===== config.mk =====
export PLATFORM = sky130hd
export DESIGN_NAME = urx_receiver
export DESIGN_NICKNAME = d
export VERILOG_FILES = /design/src/urx_receiver.v
export VERILOG_INCLUDE_DIRS = /design/src
export SDC_FILE = /design/constraint.sdc
export NUM_CORES = 1
export LEC_CHECK = 0
export ABC_AREA = 1
export BUFFER_PORTS_ARGS = -buffer_cell sky130_fd_sc_hd__buf_2
export CAP_MARGIN = 20
export CORE_MARGIN = 4
export CORE_UTILIZATION = 59
export CTS_BUF_LIST = sky130_fd_sc_hd__clkbuf_8
export CTS_CLUSTER_SIZE = 10
export DETAILED_ROUTE_END_ITERATION = 6
export GPL_TIMING_DRIVEN = 0
export PLACE_DENSITY_LB_ADDON = 0.1
export REMOVE_ABC_BUFFERS = 1
export SLEW_MARGIN = 20
export SYNTH_ARGS = -nofsm -noshare
export SYNTH_HDL_FRONTEND = slang
export SYNTH_SLANG_ARGS = --single-unit

===== constraint.sdc =====
create_clock -name I_SYS_CLK -period 3.2 [get_ports I_SYS_CLK]
set_clock_uncertainty 0.05 [all_clocks]
set_input_delay 0.32 -clock I_SYS_CLK [delete_from_list [all_inputs] [get_ports I_SYS_CLK]]
set_output_delay 0.32 -clock I_SYS_CLK [all_outputs]
set_load 0.05 [all_outputs]

===== src/urx_map.vh =====
// urx_map.vh: register offsets, field positions and reset values of the receiver
// assumes: included by urx_receiver.v only
`ifndef URX_MAP_VH
`define URX_MAP_VH
// ==========================================
// register word offsets (byte address = 4 * index)
`define URX_IDX_DATA 2'h0
`define URX_IDX_STAT 2'h1
`define URX_IDX_CTRL 2'h2
`define URX_IDX_FMT 2'h3
// ==========================================
// status fields
`define URX_ST_PE 2
`define URX_ST_DOR 3
`define URX_ST_FE 4
`define URX_ST_RXC 7
// ==========================================
// control fields
`define URX_CT_RXEN 4
`define URX_CT_RXCIE 7
`define URX_CT_RESET 8'h00
// ==========================================
// format fields
`define URX_FM_U2X 0
`define URX_FM_SBS 3
`define URX_FM_PODD 4
`define URX_FM_PEN 5
`define URX_FM_CSZ_LO 1
`define URX_FM_CSZ_HI 2
`define URX_FM_RESET 8'h06
// ==========================================
// sampling figures
`define URX_OVS_NORM 5'h10
`define URX_OVS_DBL 5'h08
`define URX_VOTE_NORM 5'h08
`define URX_VOTE_DBL 5'h04
`define URX_DATA_MIN 4'h5
`endif


===== src/urx_receiver.v =====
// urx_receiver.v: asynchronous serial receiver with two-entry buffer and status
// assumes: one clock, baud sample tick from outside, line input already synchronous
//
// How it works
// - receive-complete flag is one exactly while the buffer holds an unread character
// - clearing receiver enable empties the buffer at once
// - interrupt request = flag and irq enable and global enable
// - error flags stored per entry; data read advances read position
// - status writes do not change the error flags
// - error flags never raise an interrupt
// - frame error shows voted first stop bit of oldest entry
// - only the first stop bit is checked, stop count ignored
// - overrun when buffer full, frame waiting, and new start seen
// - overrun flag clear when frame moves into the buffer normally
// - parity error reads zero for characters received while checking disabled
// - parity checked only while parity enable set; odd select picks type
// - parity computed over data, compared, stored with character
// - parity error valid for oldest entry until data read
// - disable abandons reception and frees the pin
// - sixteen samples per bit normally, eight in double speed
// - start bit voted on samples 8,9,10 or 4,5,6 after first low
// - noisy start rejected; valid start aligns bit timing every frame
// - each bit decided by majority of three centre samples
// - frame error set when voted first stop bit is low
`timescale 1ns/1ps
`include "urx_map.vh"

module urx_receiver #(
  parameter DATA_W = 8
) (
  // clock, reset, enable
  input wire I_SYS_CLK,
  input wire I_RST,
  input wire I_CLK_EN,
  // sample tick, serial line and global interrupt enable
  input wire I_SAMPLE_TICK,
  input wire I_RXD,
  input wire I_GLOBAL_IRQ_EN,
  // avalon-mm slave
  input wire [3:0] I_AVS_ADDRESS,
  input wire I_AVS_READ,
  input wire I_AVS_WRITE,
  input wire [31:0] I_AVS_WRITEDATA,
  output reg [31:0] O_AVS_READDATA,
  output reg O_AVS_WAITREQUEST,
  // outputs
  output reg O_RX_IRQ,
  output reg O_RXD_OVERRIDE
);

  // ==========================================
  // states
  localparam [2:0] ST_IDLE = 3'b001;
  localparam [2:0] ST_START = 3'b010;
  localparam [2:0] ST_BITS = 3'b100;

  function maj3;
    input [2:0] s;
    begin
      maj3 = (s[0] & s[1]) | (s[0] & s[2]) | (s[1] & s[2]);
    end
  endfunction

  function [7:0] mask_data;
    input [7:0] d;
    input [1:0] csz;
    begin
      mask_data = d & (8'hff >> (2'h3 - csz));
    end
  endfunction

  // ==========================================
  // registers
  reg [7:0] ctrl_reg;
  reg [7:0] fmt_reg;
  reg [2:0] state_reg;
  reg [4:0] smp_reg;
  reg [3:0] bit_reg;
  reg [2:0] vote_reg;
  reg [7:0] shift_reg;
  reg par_reg;
  reg prev_rxd_reg;
  reg wait_reg;
  reg [7:0] wait_data_reg;
  reg wait_fe_reg;
  reg wait_pe_reg;
  reg ovr_pend_reg;
  reg [7:0] buf_data_reg [0:1];
  reg [2:0] buf_err_reg [0:1];
  reg rd_ptr_reg;
  reg [1:0] count_reg;
  reg ack_reg;

  wire rxen = ctrl_reg[`URX_CT_RXEN];
  wire dbl = fmt_reg[`URX_FM_U2X];
  wire [4:0] ovs = dbl ? `URX_OVS_DBL : `URX_OVS_NORM;
  wire [4:0] vfirst = dbl ? `URX_VOTE_DBL : `URX_VOTE_NORM;
  wire [1:0] csz = fmt_reg[`URX_FM_CSZ_HI:`URX_FM_CSZ_LO];
  wire pen = fmt_reg[`URX_FM_PEN];
  wire [3:0] nbits = `URX_DATA_MIN + {2'h0, csz} + {3'h0, pen};
  wire [1:0] word = I_AVS_ADDRESS[3:2];
  wire bus_req = (I_AVS_READ | I_AVS_WRITE) & ~ack_reg;
  // access completes at the edge where waitrequest is seen low
  wire bus_ack = (I_AVS_READ | I_AVS_WRITE) & ~O_AVS_WAITREQUEST;
  wire data_rd = bus_ack & I_AVS_READ & (word == `URX_IDX_DATA) & I_CLK_EN;
  wire tick = I_CLK_EN & I_SAMPLE_TICK & rxen;
  wire [2:0] vote_now = {vote_reg[1:0], I_RXD};
  wire vote_last = (smp_reg == vfirst + 5'h2);
  wire bit_val = maj3(vote_now);
  wire rxc = (count_reg != 2'h0);
  wire [2:0] head_err = buf_err_reg[rd_ptr_reg];
  wire wr_ctrl = bus_ack & I_AVS_WRITE & (word == `URX_IDX_CTRL) & I_CLK_EN;
  wire rxen_next = wr_ctrl ? I_AVS_WRITEDATA[`URX_CT_RXEN] : rxen;

  // ==========================================
  // receive engine
  always @(posedge I_SYS_CLK or posedge I_RST) begin
    if (I_RST) begin
      state_reg <= ST_IDLE;
      smp_reg <= 5'h00;
      bit_reg <= 4'h0;
      vote_reg <= 3'h0;
      shift_reg <= 8'h00;
      par_reg <= 1'b0;
      prev_rxd_reg <= 1'b1;
      wait_reg <= 1'b0;
      wait_data_reg <= 8'h00;
      wait_fe_reg <= 1'b0;
      wait_pe_reg <= 1'b0;
      ovr_pend_reg <= 1'b0;
      rd_ptr_reg <= 1'b0;
      count_reg <= 2'h0;
      buf_data_reg[0] <= 8'h00;
      buf_data_reg[1] <= 8'h00;
      buf_err_reg[0] <= 3'h0;
      buf_err_reg[1] <= 3'h0;
    end else if (I_CLK_EN) begin
      if (!rxen_next) begin
        // abandon reception and flush
        state_reg <= ST_IDLE;
        count_reg <= 2'h0;
        rd_ptr_reg <= 1'b0;
        wait_reg <= 1'b0;
        ovr_pend_reg <= 1'b0;
        prev_rxd_reg <= 1'b1;
      end else begin
        // move waiting frame into buffer when room
        if (wait_reg && (count_reg != 2'h2 || data_rd)) begin
          buf_data_reg[rd_ptr_reg ^ count_reg[0]] <= wait_data_reg;
          buf_err_reg[rd_ptr_reg ^ count_reg[0]] <=
            {wait_fe_reg, ovr_pend_reg, wait_pe_reg};
          ovr_pend_reg <= 1'b0;
          wait_reg <= 1'b0;
          count_reg <= data_rd ? count_reg : count_reg + 2'h1;
        end else if (data_rd && rxc) begin
          count_reg <= count_reg - 2'h1;
        end
        if (data_rd && rxc) begin
          rd_ptr_reg <= ~rd_ptr_reg;
        end
        if (tick) begin
          prev_rxd_reg <= I_RXD;
          vote_reg <= vote_now;
          case (state_reg)
            ST_IDLE: begin
              if (prev_rxd_reg && !I_RXD) begin
                state_reg <= ST_START;
                smp_reg <= 5'h01;
                if (wait_reg && count_reg == 2'h2 && !data_rd) begin
                  ovr_pend_reg <= 1'b1;
                  wait_reg <= 1'b0;
                end
              end
            end
            ST_START: begin
              smp_reg <= smp_reg + 5'h01;
              if (vote_last) begin
                if (bit_val) begin
                  state_reg <= ST_IDLE;
                end else begin
                  state_reg <= ST_BITS;
                  smp_reg <= vfirst + 5'h3 - ovs;
                  bit_reg <= 4'h0;
                  par_reg <= 1'b0;
                  shift_reg <= 8'h00;
                end
              end
            end
            ST_BITS: begin
              smp_reg <= (smp_reg == ovs) ? 5'h01 : smp_reg + 5'h01;
              if (vote_last) begin
                bit_reg <= bit_reg + 4'h1;
                if (bit_reg < nbits) begin
                  if (bit_reg < nbits - {3'h0, pen}) begin
                    shift_reg[bit_reg[2:0]] <= bit_val;
                  end
                  par_reg <= par_reg ^ bit_val;
                end else begin
                  // first stop bit only; second ignored
                  state_reg <= ST_IDLE;
                  prev_rxd_reg <= 1'b1;
                  wait_reg <= 1'b1;
                  wait_data_reg <= mask_data(shift_reg, csz);
                  wait_fe_reg <= ~bit_val;
                  // even: total ones even; odd: total ones odd
                  wait_pe_reg <= pen & (par_reg ^ fmt_reg[`URX_FM_PODD]);
                end
              end
            end
            default: state_reg <= ST_IDLE;
          endcase
        end
      end
    end
  end

  // ==========================================
  // avalon slave, one wait cycle per access
  always @(posedge I_SYS_CLK or posedge I_RST) begin
    if (I_RST) begin
      ctrl_reg <= `URX_CT_RESET;
      fmt_reg <= `URX_FM_RESET;
      ack_reg <= 1'b0;
      O_AVS_WAITREQUEST <= 1'b1;
      O_AVS_READDATA <= 32'h00000000;
      O_RX_IRQ <= 1'b0;
      O_RXD_OVERRIDE <= 1'b0;
    end else if (I_CLK_EN) begin
      ack_reg <= bus_req;
      O_AVS_WAITREQUEST <= ~bus_req;
      O_RX_IRQ <= rxc & ctrl_reg[`URX_CT_RXCIE] & I_GLOBAL_IRQ_EN;
      O_RXD_OVERRIDE <= rxen_next;
      if (wr_ctrl) begin
        ctrl_reg <= I_AVS_WRITEDATA[7:0];
      end
      if (bus_ack && I_AVS_WRITE && word == `URX_IDX_FMT) begin
        fmt_reg <= I_AVS_WRITEDATA[7:0];
      end
      // status writes ignored: flags are read-only
      if (bus_req && I_AVS_READ) begin
        case (word)
          `URX_IDX_DATA: O_AVS_READDATA <= {24'h0, rxc ? buf_data_reg[rd_ptr_reg] : 8'h00};
          `URX_IDX_STAT: O_AVS_READDATA <= {24'h0, rxc, 2'h0,
            rxc & head_err[2], rxc & head_err[1], rxc & head_err[0], 2'h0};
          `URX_IDX_CTRL: O_AVS_READDATA <= {24'h0, ctrl_reg};
          `URX_IDX_FMT: O_AVS_READDATA <= {24'h0, fmt_reg};
          default: O_AVS_READDATA <= 32'h00000000;
        endcase
      end
    end
  end

endmodule // urx_receiver


# --- Yosys cells after proc, flatten, opt, wreduce, memory -nomap -nowiden ---
# Index checks and enable logic that the tools add are counted.
totals:
  wordCells: 206
  latch_bits: 0
  ramBits: 0
  regBits: 113
  output_inout_bits: 35
  n_memories: 0
  romBits: 0
classes:
  n_reduce_logical: 31
  order_cmp: 7
  addsub: 11
  n_mul: 0
  eq_ne: 24
  n_div: 0
  bitwise_logic: 34
  shifts: 1
  muxes: 73
ops:
  columns: ["operator", "n"]
  rows:
  - ["$pmux W32 S4", 1]
  - ["$mux W8", 10]
  - ["$mux W3", 11]
  - ["$mux W1", 26]
  - ["$mux W5", 5]
  - ["$and A1 B1 Y1", 19]
  - ["$bwmux W16", 1]
  - ["$mux W4", 4]
  - ["$ne A2 B2 Y1 const B", 8]
  - ["$pmux W8 S2", 1]
  - ["$ne A3 B3 Y1 const B", 5]
  - ["$pmux W5 S3", 1]
  - ["$reduce_and A6 Y1", 2]
  - ["$add A4 B2 Y5 const B", 2]
  - ["$eq A5 B5 Y1", 2]
  - ["$logic_and A1 B1 Y1", 10]
  - ["$reduce_and A2 Y1", 5]
  - ["$pmux W3 S3", 1]
  - ["$reduce_and A3 Y1", 3]
  - ["$reduce_and A9 Y1", 1]
  - ["$and A8 B8 Y8", 1]
  - ["$bwmux W8", 1]
  - ["$demux W8 S1", 1]
  - ["$lt A4 B4 Y1", 2]
  - ["39 further kinds", 58]

# --- Depth between registers and ports, before layout ---
# Gate-level depths: netlist (run 1).
depth:
  word_depth: 13
  mapped_depth: 17
  mapped_depth_nobuf: 16

# --- Worst setup path before layout (run 1) ---
# Ideal clock, no wire load.
synth_path:
  path_type: "register -> register"
  start: "register fmt_reg[1]"
  end: "register shift_reg[4]"
  path_slack_ps: 909
  setup_time_ps: 117
  synth_period_minus_slack_ps: 2291
  stages_incl_launch_ff: 16
  n_path_buf: 1
  arrival_time_ps: 2125
  cell_sequence: "dfstp_2 > inv_1 > ha_1 > inv_1 > ha_1 > inv_1 > ha_1 > a21oi_1 > nand2_1 > nand2_1 > nand2_1 > nor2_4 > buf_6 > nand2_1 > nand2_1 > nand2_1"
synth_via:
  elab_chain_cells: 6
synth_rtl:
  columns: ["element", "line", "text"]
  rows:
  - ["start: declaration", "urx_receiver.v:75", "reg [7:0] fmt_reg;"]
  - ["start signal: assignment", "urx_receiver.v:222", "fmt_reg <= `URX_FM_RESET;"]
  - ["start signal: assignment", "urx_receiver.v:237", "fmt_reg <= I_AVS_WRITEDATA[7:0];"]
  - ["$add A3 B2 Y4 (no source line) (*)", null, null]
  - ["$add A4 B1 Y4 (no source line) (*)", null, null]
  - ["$sub A4 B1 Y4", "urx_receiver.v:194", "if (bit_reg < nbits - {3'h0, pen}) begin"]
  - ["$lt A4 B4 Y1", "urx_receiver.v:194", null]
  - ["$ne A2 B2 Y1 (no source line)", null, null]
  - ["$reduce_and A9 Y1 (no source line) (*)", null, null]
  - ["end signal: indexed assignment", "urx_receiver.v:195", "shift_reg[bit_reg[2:0]] <= bit_val;"]
  - ["end: declaration", "urx_receiver.v:80", "reg [7:0] shift_reg;"]
# Every way passes the cells marked *; elsewhere a longest branch is shown, timed or not.
# A chain may end at the register's enable or synchronous reset.

# --- Worst setup path after layout (run 1) ---
layout_path:
  start: "register fmt_reg[1]"
  end: "register wait_data_reg[1]"
layout_via:
  elab_chain_cells: 5
layout_rtl:
  columns: ["element", "line", "text"]
  rows:
  - ["$add A3 B2 Y4 (no source line)", null, null]
  - ["$add A4 B1 Y4 (no source line)", null, null]
  - ["$lt A4 B4 Y1", "urx_receiver.v:193", "if (bit_reg < nbits) begin"]
  - ["$not A1 Y1 (no source line)", null, null]
  - ["$reduce_and A6 Y1 (no source line)", null, null]
  - ["end signal: assignment", "urx_receiver.v:203", "wait_data_reg <= mask_data(shift_reg, csz);"]
  - ["end: declaration", "urx_receiver.v:84", "reg [7:0] wait_data_reg;"]
# Parallel ways exist; a longest one is shown, timed or not.

==> reports/qor.yml, run 1 <==
status: "completed"
path_common_cell: "sky130_fd_sc_hd__inv_1"
grt_pass1_vias: 3931
wl_per_cell_um: 13.6
grt_pass1_wl_mm: 18.0
cts_max_path_buffers: 2
vias: 4087
die-area_mm2: 0.00993
synth_xor_xnor_area_share_pct: 0.707
vdd.ir_drop.worst_mv: 0.334
reg2regPathDepth: 12
setup_viol_count_final: 0
nets: 719
clkSlewWorstSetupHoldPaths_ns: 0.10
setup_total_negative_slack_ns: 0
syn_area_mm2: 0.00495
synthMuxAreaShare_pct: 0
p_per_area_mw_per_mm2: 597
layout_cell_share_with_drive_strength_beyond_1_pct: 12.2
layout-area-overhead-vs-synth_pct: 6.21
clock-sinks: 89
timing.hold.worst_path_depth: 3
largest_register_ffs: 16
min_period_ns: 2.90
chipHeight_um: 99.6
regToRegEndpoint: "wait_data_reg[1]$_DFFE_PP0P_"
slew_violations: 0
synth_area_per_cell_um2: 7.75
detail_route.first_pass.iterations: 5
crit_type: "register to register"
cell_at_the_slowest_stage_of_the_critical_path: "sky130_fd_sc_hd__dfstp_2"
yosys-top-cells-area: "sky130_fd_sc_hd__dfrtp_1 (42%), sky130_fd_sc_hd__nand2_1 (14%), sky130_fd_sc_hd__inv_1 (5.6%)"
initial_antenna_violation_count: 0
core_area_mm2: 0.00818
synth_top_area_share_pct: 42.4
critPathLaunchType: "register"
crit_path_max_incr_delay_ns: 0.63
global_route.overflow_total: 0
final-hold-violation-count: 0
area_fraction_in_compound_gates_after_synthesis_pct: 11.6
dieWidth_um: 99.6
unrepaired_setup_endpoints_after_global_routing: "false"
drt_iter0_drcs: 192
hold_path_class: "input port to register"
track_usage_pct: 22.3
yosys.cell_count.top_type: "sky130_fd_sc_hd__nand2_1"
ant_nets: 0
chain_of_cells_forming_the_critical_path: "inv_1, ha_1, inv_1, ha_1, inv_1, ha_1, nand2_1, inv_1, nand2_1, nand2_1, nand4_1, o21ai_0"
cts_max_level: 3
core.rowCount: 33
cap_violations: 0
ys_types: 39
timing.reg2reg.setup_slack_ns: 0.30
cts_buffers: 9
reg_to_reg_start: "fmt_reg[1]$_DFFE_PP1P_"
insertion_delay_ns: 0.36
worst_hold_startpoint: "I_AVS_WRITEDATA[1]"
critical_path_rt_ns: 3.41
synth_top_family_by_area: "simple AND/OR/NAND/NOR gates"
fill_cells: 713
ys_async_sr_fraction_pct: 100
critical_path_arrival_ns: 3.11
gp_routability_congestion: 0.859
synth.cells.most_frequent: "sky130_fd_sc_hd__nand2_1 (185), sky130_fd_sc_hd__dfrtp_1 (84), sky130_fd_sc_hd__inv_1 (74), sky130_fd_sc_hd__o21ai_0 (48), sky130_fd_sc_hd__nand3_1 (43)"
post-cts-setup-buffer-count: 0
synthesis.instances: 639
maxClockFrequency_mhz: 345
post_cts.resized_instances: 0
post_synth_fa_ha_maj_area_fraction_pct: 3.79
synth-seq-cells: 89
post_synth_and_or_nand_nor_area_fraction_pct: 27.0
cp_max_fo: 20
worst_slew_margin_rel_pct: 49.4
start_util_pct: 60.6
antenna_cells: 0
yosys.area.top_type: "sky130_fd_sc_hd__dfrtp_1"
whs_endpoint: "fmt_reg[1]$_DFFE_PP1P_"
clock-root-buffer: "sky130_fd_sc_hd__clkbuf_8"
detail_route.vias_per_cell: 5.31
period_share_pct: 90.6
wirelength_mm: 10.5
synth_sequential_area_ratio_pct: 45.1
synth_ff_type: "sky130_fd_sc_hd__dfrtp_1"
io-pin-count: 79
synth-edff-count: 0
postCtsHoldBufs: 1
grt_max_degree: 60
leak_pwr_uw: 0.00260
timing_worst_slew_pin_value_ns: 0.756
drcViolationCount: 0
tritoncts_clock_tree: "built"
portBuffers: 28
place_worst_setup_slack_ns: 0.325
synth-warning-count: 0
finalWorstSetupSlack_ns: 0.300
critPathCaptureType: "register"
hpwlAfterDp_mm: 7.76
==> metrics by stage <==
step | power (µW) | std cells | area, µm² | utilization [%] | hold WS (ns)
finish | 3140 | 770 | 5260 | 64.4 | 0.162
global route | 3350 | 770 | 5260 | 64.4 | 0.189
CTS | 3150 | 770 | 5260 | 64.4 | 0.157
detailed placement | 2390 | 753 | 5050 | 61.8 | 0.304
global placement | 2330 | 752 | 5020 | 61.4 | 0.407
floorplan | 2130 | 619 | 4750 | - | 0.344
==> critical path, delay by kind of cell, from the launching register on <==
family	cells	cell delay, ns
AOI/OAI and AO/OA	1	0.40
and+or+nand+nor	4	0.85
buffers and inverters	4	0.22
DFF	1	0.63
adders and majority gates	3	0.64
==> cell families (layout without fill, tap and decap cells) <==
group,after synthesis,count (layout)
AOI/OAI and AO/OA,108,108
DFF,89,89
adders and majority gates,15,15
and+or+nand+nor,302,302
xor gates and xnor gates,4,4
other,1,24
buffers and inverters,120,123
==> power by group <==
group,internal (µW),total [µW],switching [µW]
sequential,1280,1420,140
clock,307,773,466
combinational,278,946,668
==> layer usage <==
| layer | up-vias | wire length (µm) | GRT usage [%] |
|---|---|---|---|
| li1 | 2037 | - | - |
| met1 | 1938 | 4750 | 29.7 |
| met2 | 104 | 5150 | 38.3 |
| met3 | 8 | 482 | 4.21 |
| met4 | 0 | 80 | 4.41 |
| met5 | - | 0 | 0 |
==> cells in the final DEF (no fill, tap or decap), types with 10 or more instances in the layout <==
master	count
sky130_fd_sc_hd__a21oi_1	17
sky130_fd_sc_hd__o21ai_1	30
sky130_fd_sc_hd__dfrtp_1	84
sky130_fd_sc_hd__conb_1	24
sky130_fd_sc_hd__ha_1	15
sky130_fd_sc_hd__inv_1	73
sky130_fd_sc_hd__nand2_1	185
sky130_fd_sc_hd__o21ai_0	48
sky130_fd_sc_hd__or2_2	13
sky130_fd_sc_hd__nor3_1	10
sky130_fd_sc_hd__nand3_1	43
sky130_fd_sc_hd__nor2_1	32
sky130_fd_sc_hd__buf_2	28
==> final cells by class <==
class | instances | area [µm²] | area share, %
Inverter | 77 | 297 | 5.64
Multi-Input combinational cell | 453 | 2230 | 42.3
Timing Repair Buffer | 30 | 178 | 3.38
Clock inverter | 7 | 72.6 | 1.38
Sequential cell | 89 | 2230 | 42.4
Clock buffer | 9 | 124 | 2.35
Tap cell | 105 | 131 | 2.50
==> worst max path at each step <==
| stage | startpoint | endpoint | cells after the start |
|---|---|---|---|
| after floorplan | I_RST | O_AVS_READDATA[0]$_DFFE_PP0P_ | 1 |
| after global placement | I_RST | ack_reg$_DFFE_PP0P_ | 2 |
| after detailed placement | fmt_reg[1]$_DFFE_PP1P_ | wait_data_reg[1]$_DFFE_PP0P_ | 12 |
| after CTS | fmt_reg[1]$_DFFE_PP1P_ | wait_data_reg[1]$_DFFE_PP0P_ | 12 |
| after global routing | fmt_reg[1]$_DFFE_PP1P_ | wait_data_reg[6]$_DFFE_PP0P_ | 12 |
| final | fmt_reg[1]$_DFFE_PP1P_ | wait_data_reg[1]$_DFFE_PP0P_ | 12 |
Power figures use the tool's default switching activity.
==> inputs of run 2 (changes only) <==
--- a/config.mk
+++ b/config.mk
@@ -9,13 +9,15 @@
 export ABC_AREA = 1
 export BUFFER_PORTS_ARGS = -buffer_cell sky130_fd_sc_hd__buf_2
 export CAP_MARGIN = 20
+export CORE_ASPECT_RATIO = 2
 export CORE_MARGIN = 4
-export CORE_UTILIZATION = 59
+export CORE_UTILIZATION = 56
 export CTS_BUF_LIST = sky130_fd_sc_hd__clkbuf_8
 export CTS_CLUSTER_SIZE = 10
 export DETAILED_ROUTE_END_ITERATION = 6
 export GPL_TIMING_DRIVEN = 0
 export PLACE_DENSITY_LB_ADDON = 0.1
+export RECOVER_POWER = 50
 export REMOVE_ABC_BUFFERS = 1
 export SLEW_MARGIN = 20
 export SYNTH_ARGS = -nofsm -noshare
==> run 2 against run 1 <==
  * The run now ends with capacitance limit, slew limit left
  * Flip-flop and latch count is the same
  * Cell count shrank 0.65%
  * Clock-buffer cell count grew 1
  * Die area grew 5.8%
  * Critical path depth is the same
  * Register-to-register slack lost 0.04 ns
  * Sequential power is essentially flat
  * Combinational power shrank 1%
  * Worst setup slack lost 0.036 ns
  * Highest routed layer unchanged
==> reports/qor.yml, run 2 (synthesized netlist as in run 1, its figures left out) <==
fill_cells: 833  # +17%
post-cts-setup-buffer-count: 0  # unchanged
layout.cells.most_common: "sky130_fd_sc_hd__nand2_1"
initial_antenna_violation_count: 0  # unchanged
timing.hold.worst_path_depth: 3  # unchanged
vias: 3997  # -2.2%
cp_max_fo: 20  # unchanged
clock-root-buffer: "sky130_fd_sc_hd__clkbuf_8"
power_uw: 3310  # +5.3%
cap_violations: 1  # +1
wl_per_cell_um: 14.2  # +4.3%
p_per_area_mw_per_mm2: 625  # +4.7%
worst_slew_margin_rel_pct: -20.9  # -70 points
start_util_pct: 57.3  # -3.3 points
core_area_mm2: 0.00865  # +5.8%
finalWorstSetupSlack_ns: 0.263  # -0.0364 ns
path_common_cell: "sky130_fd_sc_hd__inv_1"
detail_route.vias_per_cell: 5.22  # -1.6%
global_route.overflow_total: 0  # unchanged
reg_to_reg_start: "fmt_reg[1]$_DFFE_PP1P_"
antenna_cells: 0  # unchanged
detail_route.first_pass.iterations: 5  # unchanged
drcViolationCount: 0  # unchanged
chipHeight_um: 141  # +42%
status: "finished, violations left"
hpwlAfterDp_mm: 8.08  # +4.1%
worst_hold_startpoint: "I_AVS_WRITEDATA[1]"
track_usage_pct: 21.6  # -0.72 points
io-pin-count: 79  # unchanged
post_cts.resized_instances: 0  # unchanged
timing.reg2reg.setup_slack_ns: 0.26  # -0.04 ns
timing_worst_slew_pin_value_ns: 1.80  # +1.05 ns
core.rowCount: 48  # +45%
crit_path_max_incr_delay_ns: 0.62  # about the same
ant_nets: 0  # unchanged
critPathLaunchType: "register"
chain_of_cells_forming_the_critical_path: "inv_1, ha_1, inv_1, ha_1, inv_1, ha_1, nand2_1, inv_1, nand2_1, nand2_1, nand4_1, o21ai_0"
min_period_ns: 2.94  # +0.0364 ns
regToRegEndpoint: "wait_data_reg[3]$_DFFE_PP0P_"
critPathCaptureType: "register"
reg2regPathDepth: 12  # unchanged
crit_type: "register to register"
grt_pass1_vias: 3830  # -2.6%
grt_pass1_wl_mm: 17.6  # -2.5%
layout_cell_share_with_drive_strength_beyond_1_pct: 11.7  # -0.45 points
insertion_delay_ns: 0.37  # about the same
cell_at_the_slowest_stage_of_the_critical_path: "sky130_fd_sc_hd__dfstp_2"
leak_pwr_uw: 0.00262  # +0.52%
failed_checks: "capacitance limit, slew limit"
unrepaired_setup_endpoints_after_global_routing: "false"
final.hold.worst_slack_ns: 0.151  # -0.0102 ns
die-area_mm2: 0.0105  # +5.8%
clkSlewWorstSetupHoldPaths_ns: 0.09  # about the same
critical_path_arrival_ns: 3.14  # +0.03 ns
critical_path_rt_ns: 3.40  # about the same
final-hold-violation-count: 0  # unchanged
portBuffers: 28  # unchanged
gp_routability_congestion: 0.880  # +2.5%
grt_max_degree: 51  # -15%
vdd.ir_drop.worst_mv: 0.371  # +11%
maxClockFrequency_mhz: 341  # -1.2%
placedCellCount: 748  # -0.66%
mostFrequentLayoutCells: "sky130_fd_sc_hd__nand2_1 (186), sky130_fd_sc_hd__dfrtp_1 (84), sky130_fd_sc_hd__inv_1 (73)"
slew_violations: 40  # +40
period_share_pct: 91.8  # +1.1 points
wirelength_mm: 10.8  # +3.7%
cts_max_path_buffers: 2  # unchanged
cts_max_level: 3  # unchanged
whs_endpoint: "fmt_reg[1]$_DFFE_PP1P_"
dpl-instance-area_mm2: 0.00505  # -0.12%
nets: 719  # unchanged
layout.cell_area.non_filler_mm2: 0.00529  # +0.59%
largest_register_ffs: 16  # unchanged
post_layout_nonfiller_instances: 765  # -0.65%
drt_iter0_drcs: 197  # +2.6%
cts_buffers: 9  # unchanged
setup_viol_count_final: 0  # unchanged
dieWidth_um: 74.5  # -25%
place_worst_setup_slack_ns: 0.236  # -0.0884 ns
hold_path_class: "input port to register"
clock-sinks: 89  # unchanged
tritoncts_clock_tree: "built"
layout-area-overhead-vs-synth_pct: 6.85
## run 2: metrics by stage
stage	utilization (%)	TNS [ns]
floorplan	-	0
global placement	58.0	-41.19
detailed placement	58.4	0
CTS	61.4	0
global route	61.2	0
finish	61.2	0
## run 2: how the worst max path moves through the flow
stage | startpoint | to | cells past startpoint
5_1_grt | fmt_reg[1]$_DFFE_PP1P_ | wait_data_reg[3]$_DFFE_PP0P_ | 12
4_1_cts | fmt_reg[1]$_DFFE_PP1P_ | wait_data_reg[3]$_DFFE_PP0P_ | 12
6_report | fmt_reg[1]$_DFFE_PP1P_ | wait_data_reg[3]$_DFFE_PP0P_ | 12
3_5_place_dp | fmt_reg[1]$_DFFE_PP1P_ | wait_data_reg[3]$_DFFE_PP0P_ | 12
2_1_floorplan | I_RST | O_AVS_READDATA[0]$_DFFE_PP0P_ | 1
3_3_place_gp | I_RST | O_RX_IRQ$_DFFE_PP0P_ | 2
## run 2: cell type report
class | instances | area, µm² | share of cell area, %
Inverter | 77 | 295 | 5.58
Multi-Input combinational cell | 453 | 2210 | 41.8
Tap cell | 100 | 125 | 2.36
Clock buffer | 10 | 138 | 2.60
Timing Repair Buffer | 30 | 178 | 3.36
Sequential cell | 89 | 2230 | 42.2
Clock inverter | 6 | 113 | 2.13
## run 2: per-layer routing
metal / GRT usage [%] / wire length [µm] / part of all wire (%)
met1: 24.1 / 4250 / 39
met2: 40.0 / 6010 / 55
met3: 3.71 / 372 / 3.4
met4: 6.66 / 218 / 2.0
met5: 0 / 0 / 0
## run 2: where the power goes
| group | internal, µW | total (µW) | leakage, µW | switching (µW) |
|---|---|---|---|---|
| logic | 277 | 937 | 0.00133 | 661 |
| clock network | 544 | 954 | 0.000127 | 410 |
| registers | 1280 | 1420 | 0.00116 | 135 |
## run 2: timing repair
action,in CTS,in global routing
endpoints found under the setup margin,0,1
hold endpoints to repair,38,0
hold buffers,1,0
## run 2: worst max-delay path, delay by kind of cell (launching register included)
kind                       cells  cell delay [ns]
DFF                            1             0.62
adders and majority gates      3             0.65
buffers and inverters          4             0.22
and+or+nand+nor                4             0.85
AOI/OAI and AO/OA              1             0.42
